`config.mk`:
```
export PLATFORM = sky130hd
export DESIGN_NAME = fps_top
export DESIGN_NICKNAME = d
export VERILOG_FILES = /design/src/logic/fps_pkg.sv /design/src/logic/fps_sync.sv /design/src/logic/fps_top.sv
export SDC_FILE = /design/constraint.sdc
export NUM_CORES = 1
export LEC_CHECK = 0
export ABC_AREA = 1
export BUFFER_PORTS_ARGS = -buffer_cell sky130_fd_sc_hd__buf_4
export CAP_MARGIN = 5
export CELL_PAD_IN_SITES_DETAIL_PLACEMENT = 1
export CELL_PAD_IN_SITES_GLOBAL_PLACEMENT = 1
export CORE_MARGIN = 2
export CORE_UTILIZATION = 30
export CTS_BUF_LIST = sky130_fd_sc_hd__clkbuf_4 sky130_fd_sc_hd__clkbuf_8
export CTS_CLUSTER_SIZE = 24
export DETAILED_ROUTE_END_ITERATION = 7
export GPL_TIMING_DRIVEN = 0
export PLACE_DENSITY = 0.7
export SETUP_SLACK_MARGIN = 0.2
export SLEW_MARGIN = 5
export SYNTH_ARGS = -nofsm -noshare
export SYNTH_HDL_FRONTEND = slang
export SYNTH_SLANG_ARGS = --single-unit
```
`constraint.sdc`:
```
create_clock -name clk_sys_i -period 2.1 [get_ports clk_sys_i]
set_input_delay 0.42 -clock clk_sys_i [delete_from_list [all_inputs] [get_ports clk_sys_i]]
set_output_delay 0.42 -clock clk_sys_i [all_outputs]
set_load 0.01 [all_outputs]
```
`src/logic/fps_pkg.sv`:
```
// Constants, field layouts and mode codes for the flash pump status block.
// Assumes a single system clock domain; the pump and supply indications
// arrive from analog comparators outside that domain.
// Function
// Register is nine bits: status 8..6, control 5..0.
// PROM mode select 101 strobe rise loads 5..0.
// PROM mode select 101 strobe high drives nine bits.
// Other modes: ordinary register read and write.
// Bit 8: erase power and negative threshold.
// Bit 7: negative pump discharged above minus one.
// Bit 6: pump running and supply low.
// Bits 5..4 select negative level under erase.
// Bits 3..2 reserved, never set.
// Bits 1..0 select positive program/erase level.
// Verify enable switches positive level encoding.
// Reset clears the register to zero.
// Modes 6 and 7 enter boot programming.
// Serial boot maps boot ROM at zero.
// Boot entry sets UART rate for 38400.
// Boot download uses UART channel 0 only.
// Boot program lands in RAM 0x08030000..0x08030FFF.
// Boot start measures host serial low time.
// Host sends 38400 8N1 at 33.86MHz.
// Modes 4 and 5 select user program mode.
// Control software runs from RAM.
// Host branches, later restores normal mode, resets.
// Status inputs pass synchronisers before the register.
package fps_pkg;
  // ==========================================================
  // Register layout
  // ==========================================================
  localparam int FPS_REG_W = 9;
  localparam logic [8:0] FPS_RESET_VAL = 9'h000;
  localparam int FPS_BIT_NEG_LVL = 8;
  localparam int FPS_BIT_NEG_DIS = 7;
  localparam int FPS_BIT_SUP_LOW = 6;
  localparam int FPS_NEG_HI = 5;
  localparam int FPS_NEG_LO = 4;
  localparam int FPS_POS_HI = 1;
  localparam int FPS_POS_LO = 0;
  localparam logic [5:0] FPS_CTRL_WMASK = 6'h33;
  localparam logic [2:0] FPS_SEL_PUMP = 3'h5;
  // ==========================================================
  // Operating modes and boot map
  // ==========================================================
  localparam logic [2:0] FPS_MODE_PROM = 3'h1;
  localparam logic [2:0] FPS_MODE_USR_EXT = 3'h4;
  localparam logic [2:0] FPS_MODE_USR_ONE = 3'h5;
  localparam logic [2:0] FPS_MODE_BOOT_EXT = 3'h6;
  localparam logic [2:0] FPS_MODE_BOOT_ONE = 3'h7;
  localparam logic [31:0] FPS_BOOT_ROM_BASE = 32'h0000_0000;
  localparam logic [31:0] FPS_RAM_LO = 32'h0803_0000;
  localparam logic [31:0] FPS_RAM_HI = 32'h0803_0FFF;
  localparam logic [1:0] FPS_BOOT_UART_CH = 2'h0;
  // Bit-rate divisor: operating clock over 16x baud, 33.86 MHz / 38400.
  localparam int FPS_OPCLK_HZ = 33860000;
  localparam int FPS_BAUD = 38400;
  localparam logic [15:0] FPS_BAUD_DIV = 16'((FPS_OPCLK_HZ + 8 * FPS_BAUD) / (16 * FPS_BAUD));
  localparam int FPS_LOWCNT_W = 16;
  // States of the one-shot boot serial low-time measurement.
  typedef enum logic [1:0] {
    FPS_BOOT_IDLE = 2'b00,
    FPS_BOOT_WAIT = 2'b01,
    FPS_BOOT_MEAS = 2'b10,
    FPS_BOOT_DONE = 2'b11
  } fps_boot_t;
endpackage

```
`src/logic/fps_sync.sv`:
```
// Two-flop synchroniser for asynchronous status levels.
// Assumes the inputs are slow levels; a glitch may be lost, which is fine.
`timescale 1ns/10ps
module fps_sync (
  input wire logic clk_sys_i,
  input wire logic nrst_i,
  input wire logic ce_i,
  input wire logic [2:0] async_i,
  output logic [2:0] sync_o
);
  logic [2:0] meta_q;
  // ==========================================================
  // Double flop; only the second stage is visible.
  // ==========================================================
  always_ff @(posedge clk_sys_i or negedge nrst_i) begin
    if (!nrst_i) begin
      meta_q <= 3'h0;
      sync_o <= 3'h0;
    end else if (ce_i) begin
      meta_q <= async_i;
      sync_o <= meta_q;
    end
  end
endmodule

```
`src/logic/fps_top.sv`:
```
// Pump status and power register with PROM pin access, boot/user mode
// decode and boot serial low-time measurement.
// Assumes mode pins are static around reset and that the PROM writer
// holds select stable across the write strobe edge.
`timescale 1ns/10ps
module fps_top
  import fps_pkg::*;
(
  input wire logic clk_sys_i,
  input wire logic nrst_i,
  input wire logic ce_i,
  input wire logic [2:0] mode_pins_i,
  input wire logic [2:0] register_select_i,
  input wire logic write_strobe_n_i,
  input wire logic [8:0] prom_data_lines_i,
  output logic [8:0] prom_data_lines_o,
  output logic [8:0] prom_data_lines_oe_o,
  input wire logic reg_wr_i,
  input wire logic [8:0] reg_wdata_i,
  output logic [8:0] reg_rdata_o,
  input wire logic erase_power_enable_i,
  input wire logic program_power_enable_i,
  input wire logic verify_enable_i,
  input wire logic neg_pump_below_i,
  input wire logic neg_pump_above_1v_i,
  input wire logic supply_under_i,
  input wire logic uart0_rxd_i,
  output logic [1:0] neg_pump_voltage_sel_o,
  output logic neg_pump_on_o,
  output logic [1:0] pos_pump_voltage_sel_o,
  output logic pos_pump_on_o,
  output logic pos_verify_scale_o,
  output logic serial_boot_select_o,
  output logic boot_ext_bus_o,
  output logic user_prog_mode_o,
  output logic user_ext_bus_o,
  output logic prom_mode_o,
  output logic [31:0] boot_rom_base_o,
  output logic [1:0] boot_uart_ch_o,
  output logic [15:0] uart_baud_div_o,
  output logic uart_baud_load_o,
  output logic [31:0] boot_ram_lo_o,
  output logic [31:0] boot_ram_hi_o,
  output logic [FPS_LOWCNT_W-1:0] low_period_o,
  output logic low_period_valid_o
);
  logic [8:0] pump_status_power_q;
  logic [2:0] stat_sync;
  logic [2:0] mode_q;
  logic strap_taken_q;
  logic [1:0] strobe_s_q;
  logic strobe_prev_q;
  logic [1:0] rxd_s_q;
  logic [2:0] sel_s0_q;
  logic [2:0] sel_s1_q;
  logic [8:0] pd_s0_q;
  logic [8:0] pd_s1_q;
  logic [8:0] pd_hold_q;
  logic prom_wr;
  logic prom_rd;
  fps_boot_t boot_q;
  logic [FPS_LOWCNT_W-1:0] low_cnt_q;

  // Six control bits with the reserved pair forced to zero.
  function automatic logic [5:0] fps_ctrl_mask(input logic [5:0] v);
    fps_ctrl_mask = v & FPS_CTRL_WMASK;
  endfunction

  // ==========================================================
  // Status synchronisers
  // ==========================================================
  // Comparators are analog and asynchronous to the system clock.
  fps_sync u_sync (
    .clk_sys_i(clk_sys_i),
    .nrst_i(nrst_i),
    .ce_i(ce_i),
    .async_i({neg_pump_below_i, neg_pump_above_1v_i, supply_under_i}),
    .sync_o(stat_sync)
  );

  // ==========================================================
  // Mode strap capture
  // ==========================================================
  // Mode pins are caught by a clocked process on the first enabled
  // edge after reset release, never by the asynchronous reset itself.
  always_ff @(posedge clk_sys_i or negedge nrst_i) begin
    if (!nrst_i) begin
      mode_q <= 3'h0;
      strap_taken_q <= 1'b0;
    end else if (ce_i && !strap_taken_q) begin
      mode_q <= mode_pins_i;
      strap_taken_q <= 1'b1;
    end
  end

  assign prom_mode_o = strap_taken_q && (mode_q == FPS_MODE_PROM);
  // Modes 6 and 7 are boot programming; 6 keeps the external bus.
  assign serial_boot_select_o = strap_taken_q &&
    (mode_q == FPS_MODE_BOOT_EXT || mode_q == FPS_MODE_BOOT_ONE);
  assign boot_ext_bus_o = strap_taken_q && (mode_q == FPS_MODE_BOOT_EXT);
  assign user_prog_mode_o = strap_taken_q &&
    (mode_q == FPS_MODE_USR_EXT || mode_q == FPS_MODE_USR_ONE);
  assign user_ext_bus_o = strap_taken_q && (mode_q == FPS_MODE_USR_EXT);

  // ==========================================================
  // PROM pin synchronisers and strobe edge detect
  // ==========================================================
  // Pins come from the writer, so all pass two flops first.
  always_ff @(posedge clk_sys_i or negedge nrst_i) begin
    if (!nrst_i) begin
      strobe_s_q <= 2'b11;
      strobe_prev_q <= 1'b1;
      sel_s0_q <= 3'h0;
      sel_s1_q <= 3'h0;
      pd_s0_q <= 9'h000;
      pd_s1_q <= 9'h000;
      pd_hold_q <= 9'h000;
    end else if (ce_i) begin
      strobe_s_q <= {strobe_s_q[0], write_strobe_n_i};
      strobe_prev_q <= strobe_s_q[1];
      sel_s0_q <= register_select_i;
      sel_s1_q <= sel_s0_q;
      pd_s0_q <= prom_data_lines_i;
      pd_s1_q <= pd_s0_q;
      pd_hold_q <= pd_s1_q;
    end
  end

  // Data is taken one stage later than the strobe so setup on the pins
  // before the rising edge is what lands in the register.
  assign prom_wr = prom_mode_o && (sel_s1_q == FPS_SEL_PUMP) &&
    strobe_s_q[1] && !strobe_prev_q;
  assign prom_rd = prom_mode_o && (sel_s1_q == FPS_SEL_PUMP) && strobe_s_q[1];

  // ==========================================================
  // Pump status and power register
  // ==========================================================
  // Status bits set from synchronised comparators; software may clear
  // them in normal modes (the writer loads only control bits), but a live set wins over the clear.
  always_ff @(posedge clk_sys_i or negedge nrst_i) begin
    if (!nrst_i) begin
      pump_status_power_q <= FPS_RESET_VAL;
    end else if (ce_i) begin
      if (prom_wr) begin
        // Only control bits load; status stays read only here.
        pump_status_power_q[5:0] <= fps_ctrl_mask(pd_hold_q[5:0]);
      end else if (!prom_mode_o && reg_wr_i) begin
        pump_status_power_q <= {reg_wdata_i[8:6], fps_ctrl_mask(reg_wdata_i[5:0])};
      end
      if (erase_power_enable_i && stat_sync[2]) begin
        pump_status_power_q[FPS_BIT_NEG_LVL] <= 1'b1;
      end
      if (stat_sync[1]) begin
        pump_status_power_q[FPS_BIT_NEG_DIS] <= 1'b1;
      end
      if ((program_power_enable_i || erase_power_enable_i) && stat_sync[0]) begin
        pump_status_power_q[FPS_BIT_SUP_LOW] <= 1'b1;
      end
    end
  end

  assign reg_rdata_o = pump_status_power_q;

  // ==========================================================
  // PROM read drive
  // ==========================================================
  always_ff @(posedge clk_sys_i or negedge nrst_i) begin
    if (!nrst_i) begin
      prom_data_lines_o <= 9'h000;
      prom_data_lines_oe_o <= 9'h000;
    end else if (ce_i) begin
      prom_data_lines_o <= pump_status_power_q;
      prom_data_lines_oe_o <= {FPS_REG_W{prom_rd}};
    end
  end

  // ==========================================================
  // Pump selections
  // ==========================================================
  // Negative select only meaningful under erase power; positive under
  // either power enable or verify enable, with verify switching the level table.
  assign neg_pump_voltage_sel_o = pump_status_power_q[FPS_NEG_HI:FPS_NEG_LO];
  assign neg_pump_on_o = erase_power_enable_i;
  assign pos_pump_voltage_sel_o = pump_status_power_q[FPS_POS_HI:FPS_POS_LO];
  assign pos_pump_on_o = program_power_enable_i || erase_power_enable_i ||
    verify_enable_i;
  assign pos_verify_scale_o = verify_enable_i;

  // ==========================================================
  // Boot map and UART setup
  // ==========================================================
  assign boot_rom_base_o = FPS_BOOT_ROM_BASE;
  assign boot_uart_ch_o = FPS_BOOT_UART_CH;
  assign boot_ram_lo_o = FPS_RAM_LO;
  assign boot_ram_hi_o = FPS_RAM_HI;
  assign uart_baud_div_o = FPS_BAUD_DIV;

  // ==========================================================
  // Boot low-period measurement
  // ==========================================================
  // Receive line is a pin, so it is synchronised before use.
  always_ff @(posedge clk_sys_i or negedge nrst_i) begin
    if (!nrst_i) begin
      rxd_s_q <= 2'b11;
    end else if (ce_i) begin
      rxd_s_q <= {rxd_s_q[0], uart0_rxd_i};
    end
  end

  // One shot: load the baud divisor, wait for the first low, count it.
  // Counter saturates rather than wrapping on a stuck-low line.
  always_ff @(posedge clk_sys_i or negedge nrst_i) begin
    if (!nrst_i) begin
      boot_q <= FPS_BOOT_IDLE;
      low_cnt_q <= '0;
      low_period_o <= '0;
      low_period_valid_o <= 1'b0;
      uart_baud_load_o <= 1'b0;
    end else if (ce_i) begin
      uart_baud_load_o <= 1'b0;
      case (boot_q)
        FPS_BOOT_IDLE: begin
          if (serial_boot_select_o) begin
            uart_baud_load_o <= 1'b1;
            boot_q <= FPS_BOOT_WAIT;
          end
        end
        FPS_BOOT_WAIT: begin
          low_cnt_q <= '0;
          if (!rxd_s_q[1]) begin
            boot_q <= FPS_BOOT_MEAS;
          end
        end
        FPS_BOOT_MEAS: begin
          if (rxd_s_q[1]) begin
            low_period_o <= low_cnt_q;
            low_period_valid_o <= 1'b1;
            boot_q <= FPS_BOOT_DONE;
          end else if (low_cnt_q != '1) begin
            low_cnt_q <= low_cnt_q + 1'b1;
          end
        end
        FPS_BOOT_DONE: begin
          boot_q <= FPS_BOOT_DONE;
        end
        default: begin
          boot_q <= FPS_BOOT_IDLE;
        end
      endcase
    end
  end
endmodule

```
### Word level (Yosys, flattened, before mapping)

Cells that the tools add are included.

* flip-flop bits (word level): 94
* bits of input ports: 36
* output and inout port bits: 171
* logic and storage cells: 89

* add/subtract/negate cells: 1
* equal/unequal tests: 18
* muxes and demuxes: 15
* reduce and logical (&&, ||, !) cells: 32

Operators by type and width (count)
* 2-to-1 mux 16 bit: 2
* case mux 16 bit (2 select lines): 1
* adder 16 x 1 -> 16 bit, second input constant: 1
* inequality test 16 bit, second input constant: 1
* == test 3 bit, second input constant: 5
* logical AND 1 bit: 12
* AND reduction 3 bit: 4
* inequality test 2 bit, second input constant: 5
* nonzero test 2 bit: 5
* 2-to-1 mux 9 bit: 1
* case mux 2 bit (4 select lines): 1
* AND reduction 4 bit: 2
* 2-to-1 mux 2 bit: 3
* 2-to-1 mux 6 bit: 1
* inequality test 2 x 1 -> 1 bit, second input constant: 3
* 2-to-1 mux 1 bit: 5
* == test 2 bit, second input constant: 2
* logical OR 1 bit: 4
* == test 3 x 1 -> 1 bit, second input constant: 1
* logical NOT 1 bit: 3
* 2-to-1 mux 3 bit: 1
* == test 2 x 1 -> 1 bit, second input constant: 1
* logical NOT 2 bit: 1
* AND reduction 2 bit: 1

### Logic depth before layout (Yosys ltp)

* depth in word-level cells: 7
* mapped depth: 12

### Modules after synthesis

A second synthesis with hierarchy kept.

* cells, all modules: 608
* area total of the unflattened synthesis: 4829.6 um^2

By module, submodules not included
* fps_top: instances 1, cells each 583, area an instance 4608.2 um^2, sequential area each 1958.1 um^2
* fps_sync: instances 1, cells each 25, area an instance 221.5 um^2, sequential area each 150.1 um^2

### Worst setup path before layout

OpenSTA, ideal clock, no wires.

* path type: register to register
* from: register low_cnt_q[0]
* to: register low_cnt_q[0]
* library setup time: 117 ps
* arrival: 1378 ps
* slack: 605 ps
* stages on the path, launching flop included: 13
* path buffers: 1
* cells stage by stage: dfrtp_1 -> ha_1 -> nand3_2 -> inv_2 -> nand2_2 -> inv_2 -> nand2_2 -> nand2_2 -> nand2_4 -> nand2_8 -> buf_8 -> nand2_1 -> nand2_1

* longest elaborated chain between the ends: 4
* elaborated cells between the ends (all ways): 7

Ends and longest elaborated chain
* from (decl): line fps_top.sv:62 `logic [FPS_LOWCNT_W-1:0] low_cnt_q;`
* from (signal assigned): line fps_top.sv:240 `low_cnt_q <= low_cnt_q + 1'b1;`
* adder 16 x 1 -> 16 bit: line fps_top.sv:240
* 2-to-1 mux 16 bit: line fps_top.sv:239 `end else if (low_cnt_q != '1) begin`
* 2-to-1 mux 16 bit: line fps_top.sv:235 `if (rxd_s_q[1]) begin`
* case mux 16 bit (2 select lines): line fps_top.sv:221 `case (boot_q)`

Several ways; a longest one is shown, not always the timed one. The select of a mux whose other input is x is not followed.
A chain may end at the register's enable or synchronous reset.

### Worst setup path in the final report

* from: register low_cnt_q[0]
* to: register low_cnt_q[1]

Same word-level chain as after synthesis.

==> flow_summary.ini <==
[logic_synthesis]
ys.flop_type = dfrtp_1
synth_top_cell_area_share_pct = 40.8
yosysSeqAreaShare_pct = 43.6
postSynthCellCount = 614
synthTopCellsByCount = nand2_1 (208), buf_4 (132), dfrtp_1 (79)
synth_area_per_cell_um2 = 7.88
syn_area_um2 = 4840
synth_cell_types = 35
synth_largest_area_cell = dfrtp_1
synth_edf_count = 0
yosysWarnings = 0
synth.most_common_cell = nand2_1
netlist_top_cells_area = dfrtp_1 (41%), buf_4 (20%), nand2_1 (16%)
ys_ff_latch = 84
async_flop_share_pct = 100

[timing]
finalCritPeriodShare_pct = 81.0
hold_viol = 0
fin_tns_setup_ns = 0
timing_worst_slew_pin_value_ns = 1.08
timing.slew.headroom_pct = 28.1
final_max_slew_viol_count = 0
skew_ns = 0.0129
finalSetupViolCount = 0
fin_crit_ns = 1.70
rsz0062_at_grt = false
fmax_mhz = 588

[worst_setup_path]
critPathCaptureType = register
critPathTopFamily = simple AND/OR/NAND/NOR gates
cp_num_buf_inv = 3
worst_ep_arrival_time_ns = 1.96
slowest_stage = dfrtp_1
critPathMaxStageDelay_ns = 0.45
crit_path_start_kind = register
crit_fanout = 10
cp.required_ns = 2.36
critical-path-top-cell-by-count = nand2_2
crit_path_cell_trace = ha_1 -> nand3_2 -> inv_2 -> nand2_2 -> inv_2 -> nand2_2 -> nand2_2 -> nand2_4 -> nand2_8 -> buf_8 -> nand2_1 -> nand2_1
critical_path_class = register to register

[global_route]
grt_max_degree = 85
overflow = 0
antenna_found_initial = 0
grt_pass1_wl_um = 18600
grt_pass1_vias = 3897
gr-usage-all-layers_pct = 13.8

[clocking]
post-cts-setup-buffers = 0
cts_tree = yes
numClockSinks = 84
htreeDepth = 3
clk_pin_slew_ns = 0.10
cts-root-buf = clkbuf_8
clockBufferDepth = 2
postCtsHoldBufs = 0
cts_resized = 0
insertion_delay_ns = 0.36
cts_buffers = 9

[floorplanning]
dieHeight_um = 131
boundaryPins = 207
die_x_um = 131
initial_core_util_pct = 30.6
core-area_um2 = 15800
die-area_um2 = 17200
rows = 46

[route]
ant_nets = 0
wirelength_um = 11800
wl_per_cell_um = 11.3
drt_iter0_drc = 137
drc = 0
drt_pre_antenna_iters = 4
num_vias = 4071
routed_via_density = 3.91

[run_status]
status = complete, no violations

[layout]
nFillCells = 2008
n_antenna_cell = 0
utilization_pct = 40.3
area_growth_pct = 31.7
final_layout_size_suffix_gt1_share_pct = 30.9
nNetsFinal = 858

[placement]
portBuffers = 80
hpwl_um = 9100
gp_congestion = 0.786

[power]
vdd_drop_max_mv = 0.275
p_per_area_nw_per_um2 = 585
leakagePower_uw = 0.00356

[min_path]
hp-class = primary input to async pin

[flow_run]
max-cap-violations = 0
==> through the flow <==
| step | instance area, µm² | hold slack, ns | cells | worst slack [ns] | total power (µW) |
|---|---|---|---|---|---|
| final | 6380 | 0.231 | 1042 | 0.400 | 3730 |
| after global routing | 6380 | 0.244 | 1042 | 0.213 | 3920 |
| after CTS | 6380 | 0.233 | 1042 | 0.379 | 3770 |
| after detailed placement | 6150 | 0.456 | 1026 | 0.312 | 2430 |
| after global placement | 6150 | 0.448 | 1026 | 0.334 | 2420 |
| after floorplan | 5280 | 0.124 | 730 | 0.605 | 2220 |
==> report_power, final <==
group / switching [µW] / total [µW] / internal (µW)
combinational: 319 / 621 / 302
sequential: 56.5 / 1780 / 1720
clock: 610 / 1330 / 720
==> cells in the final DEF (no fill, tap or decap), types with 2 or more instances in the layout <==
cell	count
buf_4	212
nand2_1	208
conb_1	118
dfrtp_1	79
inv_1	36
o21ai_0	31
nand3_1	30
nor2_1	28
clkbuf_1	11
clkbuf_8	10
nor3_1	6
inv_2	6
a21oi_1	5
nand4_1	5
nand2_2	5
dfstp_2	5
buf_2	3
mux2_1	3
o211ai_1	2
clkinvlp_4	2
bufinv_16	2
==> state kept, by name, indices dropped and copies added (netlist names), 2 cells and up <==
| signal | flops |
|---|---|
| pd_hold_q | 4 |
| reg_rdata_o | 7 |
| low_cnt_q | 16 |
| strobe_s_q | 2 |
| rxd_s_q | 2 |
| u_sync.sync_o | 3 |
| boot_q | 2 |
| prom_data_lines_o | 7 |
| u_sync.meta_q | 3 |
| mode_q | 3 |
| sel_s0_q | 3 |
| pd_s0_q | 4 |
| pd_s1_q | 4 |
| sel_s1_q | 3 |
| low_period_o | 16 |
==> layout make-up <==
cell class / count / area, µm² / share of cell area, %
buffer: 148 / 1070 / 16.8
clock buffer: 11 / 145 / 2.28
clock inverter: 5 / 83.8 / 1.31
inverter: 43 / 161 / 2.53
multi-input combinational: 455 / 1930 / 30.3
sequential: 84 / 2110 / 33.1
tap: 216 / 270 / 4.24
timing repair buffer: 80 / 601 / 9.42
==> routing by layer <==
layer | vias to the layer above | global-route usage, % | routed length [µm]
met1 | 1860 | 18.0 | 5290
met2 | 126 | 22.7 | 5520
met4 | 0 | 4.51 | 174
met3 | 12 | 3.26 | 812
li1 | 2073 | - | -
met5 | - | 0 | 0
==> path summary, 6_finish.rpt <==
path | startpoint | endpoint | slack, ns | depth (start not counted)
max | low_cnt_q[0] | low_cnt_q[1] | 0.40 | 12
min | nrst_i | prom_data_lines_o[0] | 0.23 | 1
max reg2reg | low_cnt_q[0] | low_cnt_q[1] | 0.40 | 12
min reg2reg | low_period_valid_o | low_period_valid_o | 0.47 | 2
max in group asynchronous | nrst_i | low_period_valid_o | 1.16 | 1
min in group clk_sys_i | prom_data_lines_i[5] | pd_s0_q[5] | 0.25 | 3
==> logic make-up (layout without fill, tap and decap cells) <==
kind of cell / count (synthesis) / in the layout / synth area share (%)
AOI/OAI and AO/OA: 41 / 41 / 4.47
xor gates and xnor gates: 1 / 1 / 0.181
adders and majority gates: 1 / 1 / 0.258
buffers and inverters: 191 / 287 / 25.5
DFF: 84 / 84 / 43.6
muxes: 4 / 4 / 0.930
other: 2 / 118 / 0.155
and+or+nand+nor: 290 / 290 / 24.9
==> worst register-to-register path, delay by kind of cell, from the launching register on <==
family | cells | cell delay, ns
and+or+nand+nor | 8 | 0.64
DFF | 1 | 0.45
adders and majority gates | 1 | 0.27
buffers and inverters | 3 | 0.24
Power figures use the tool's default switching activity.
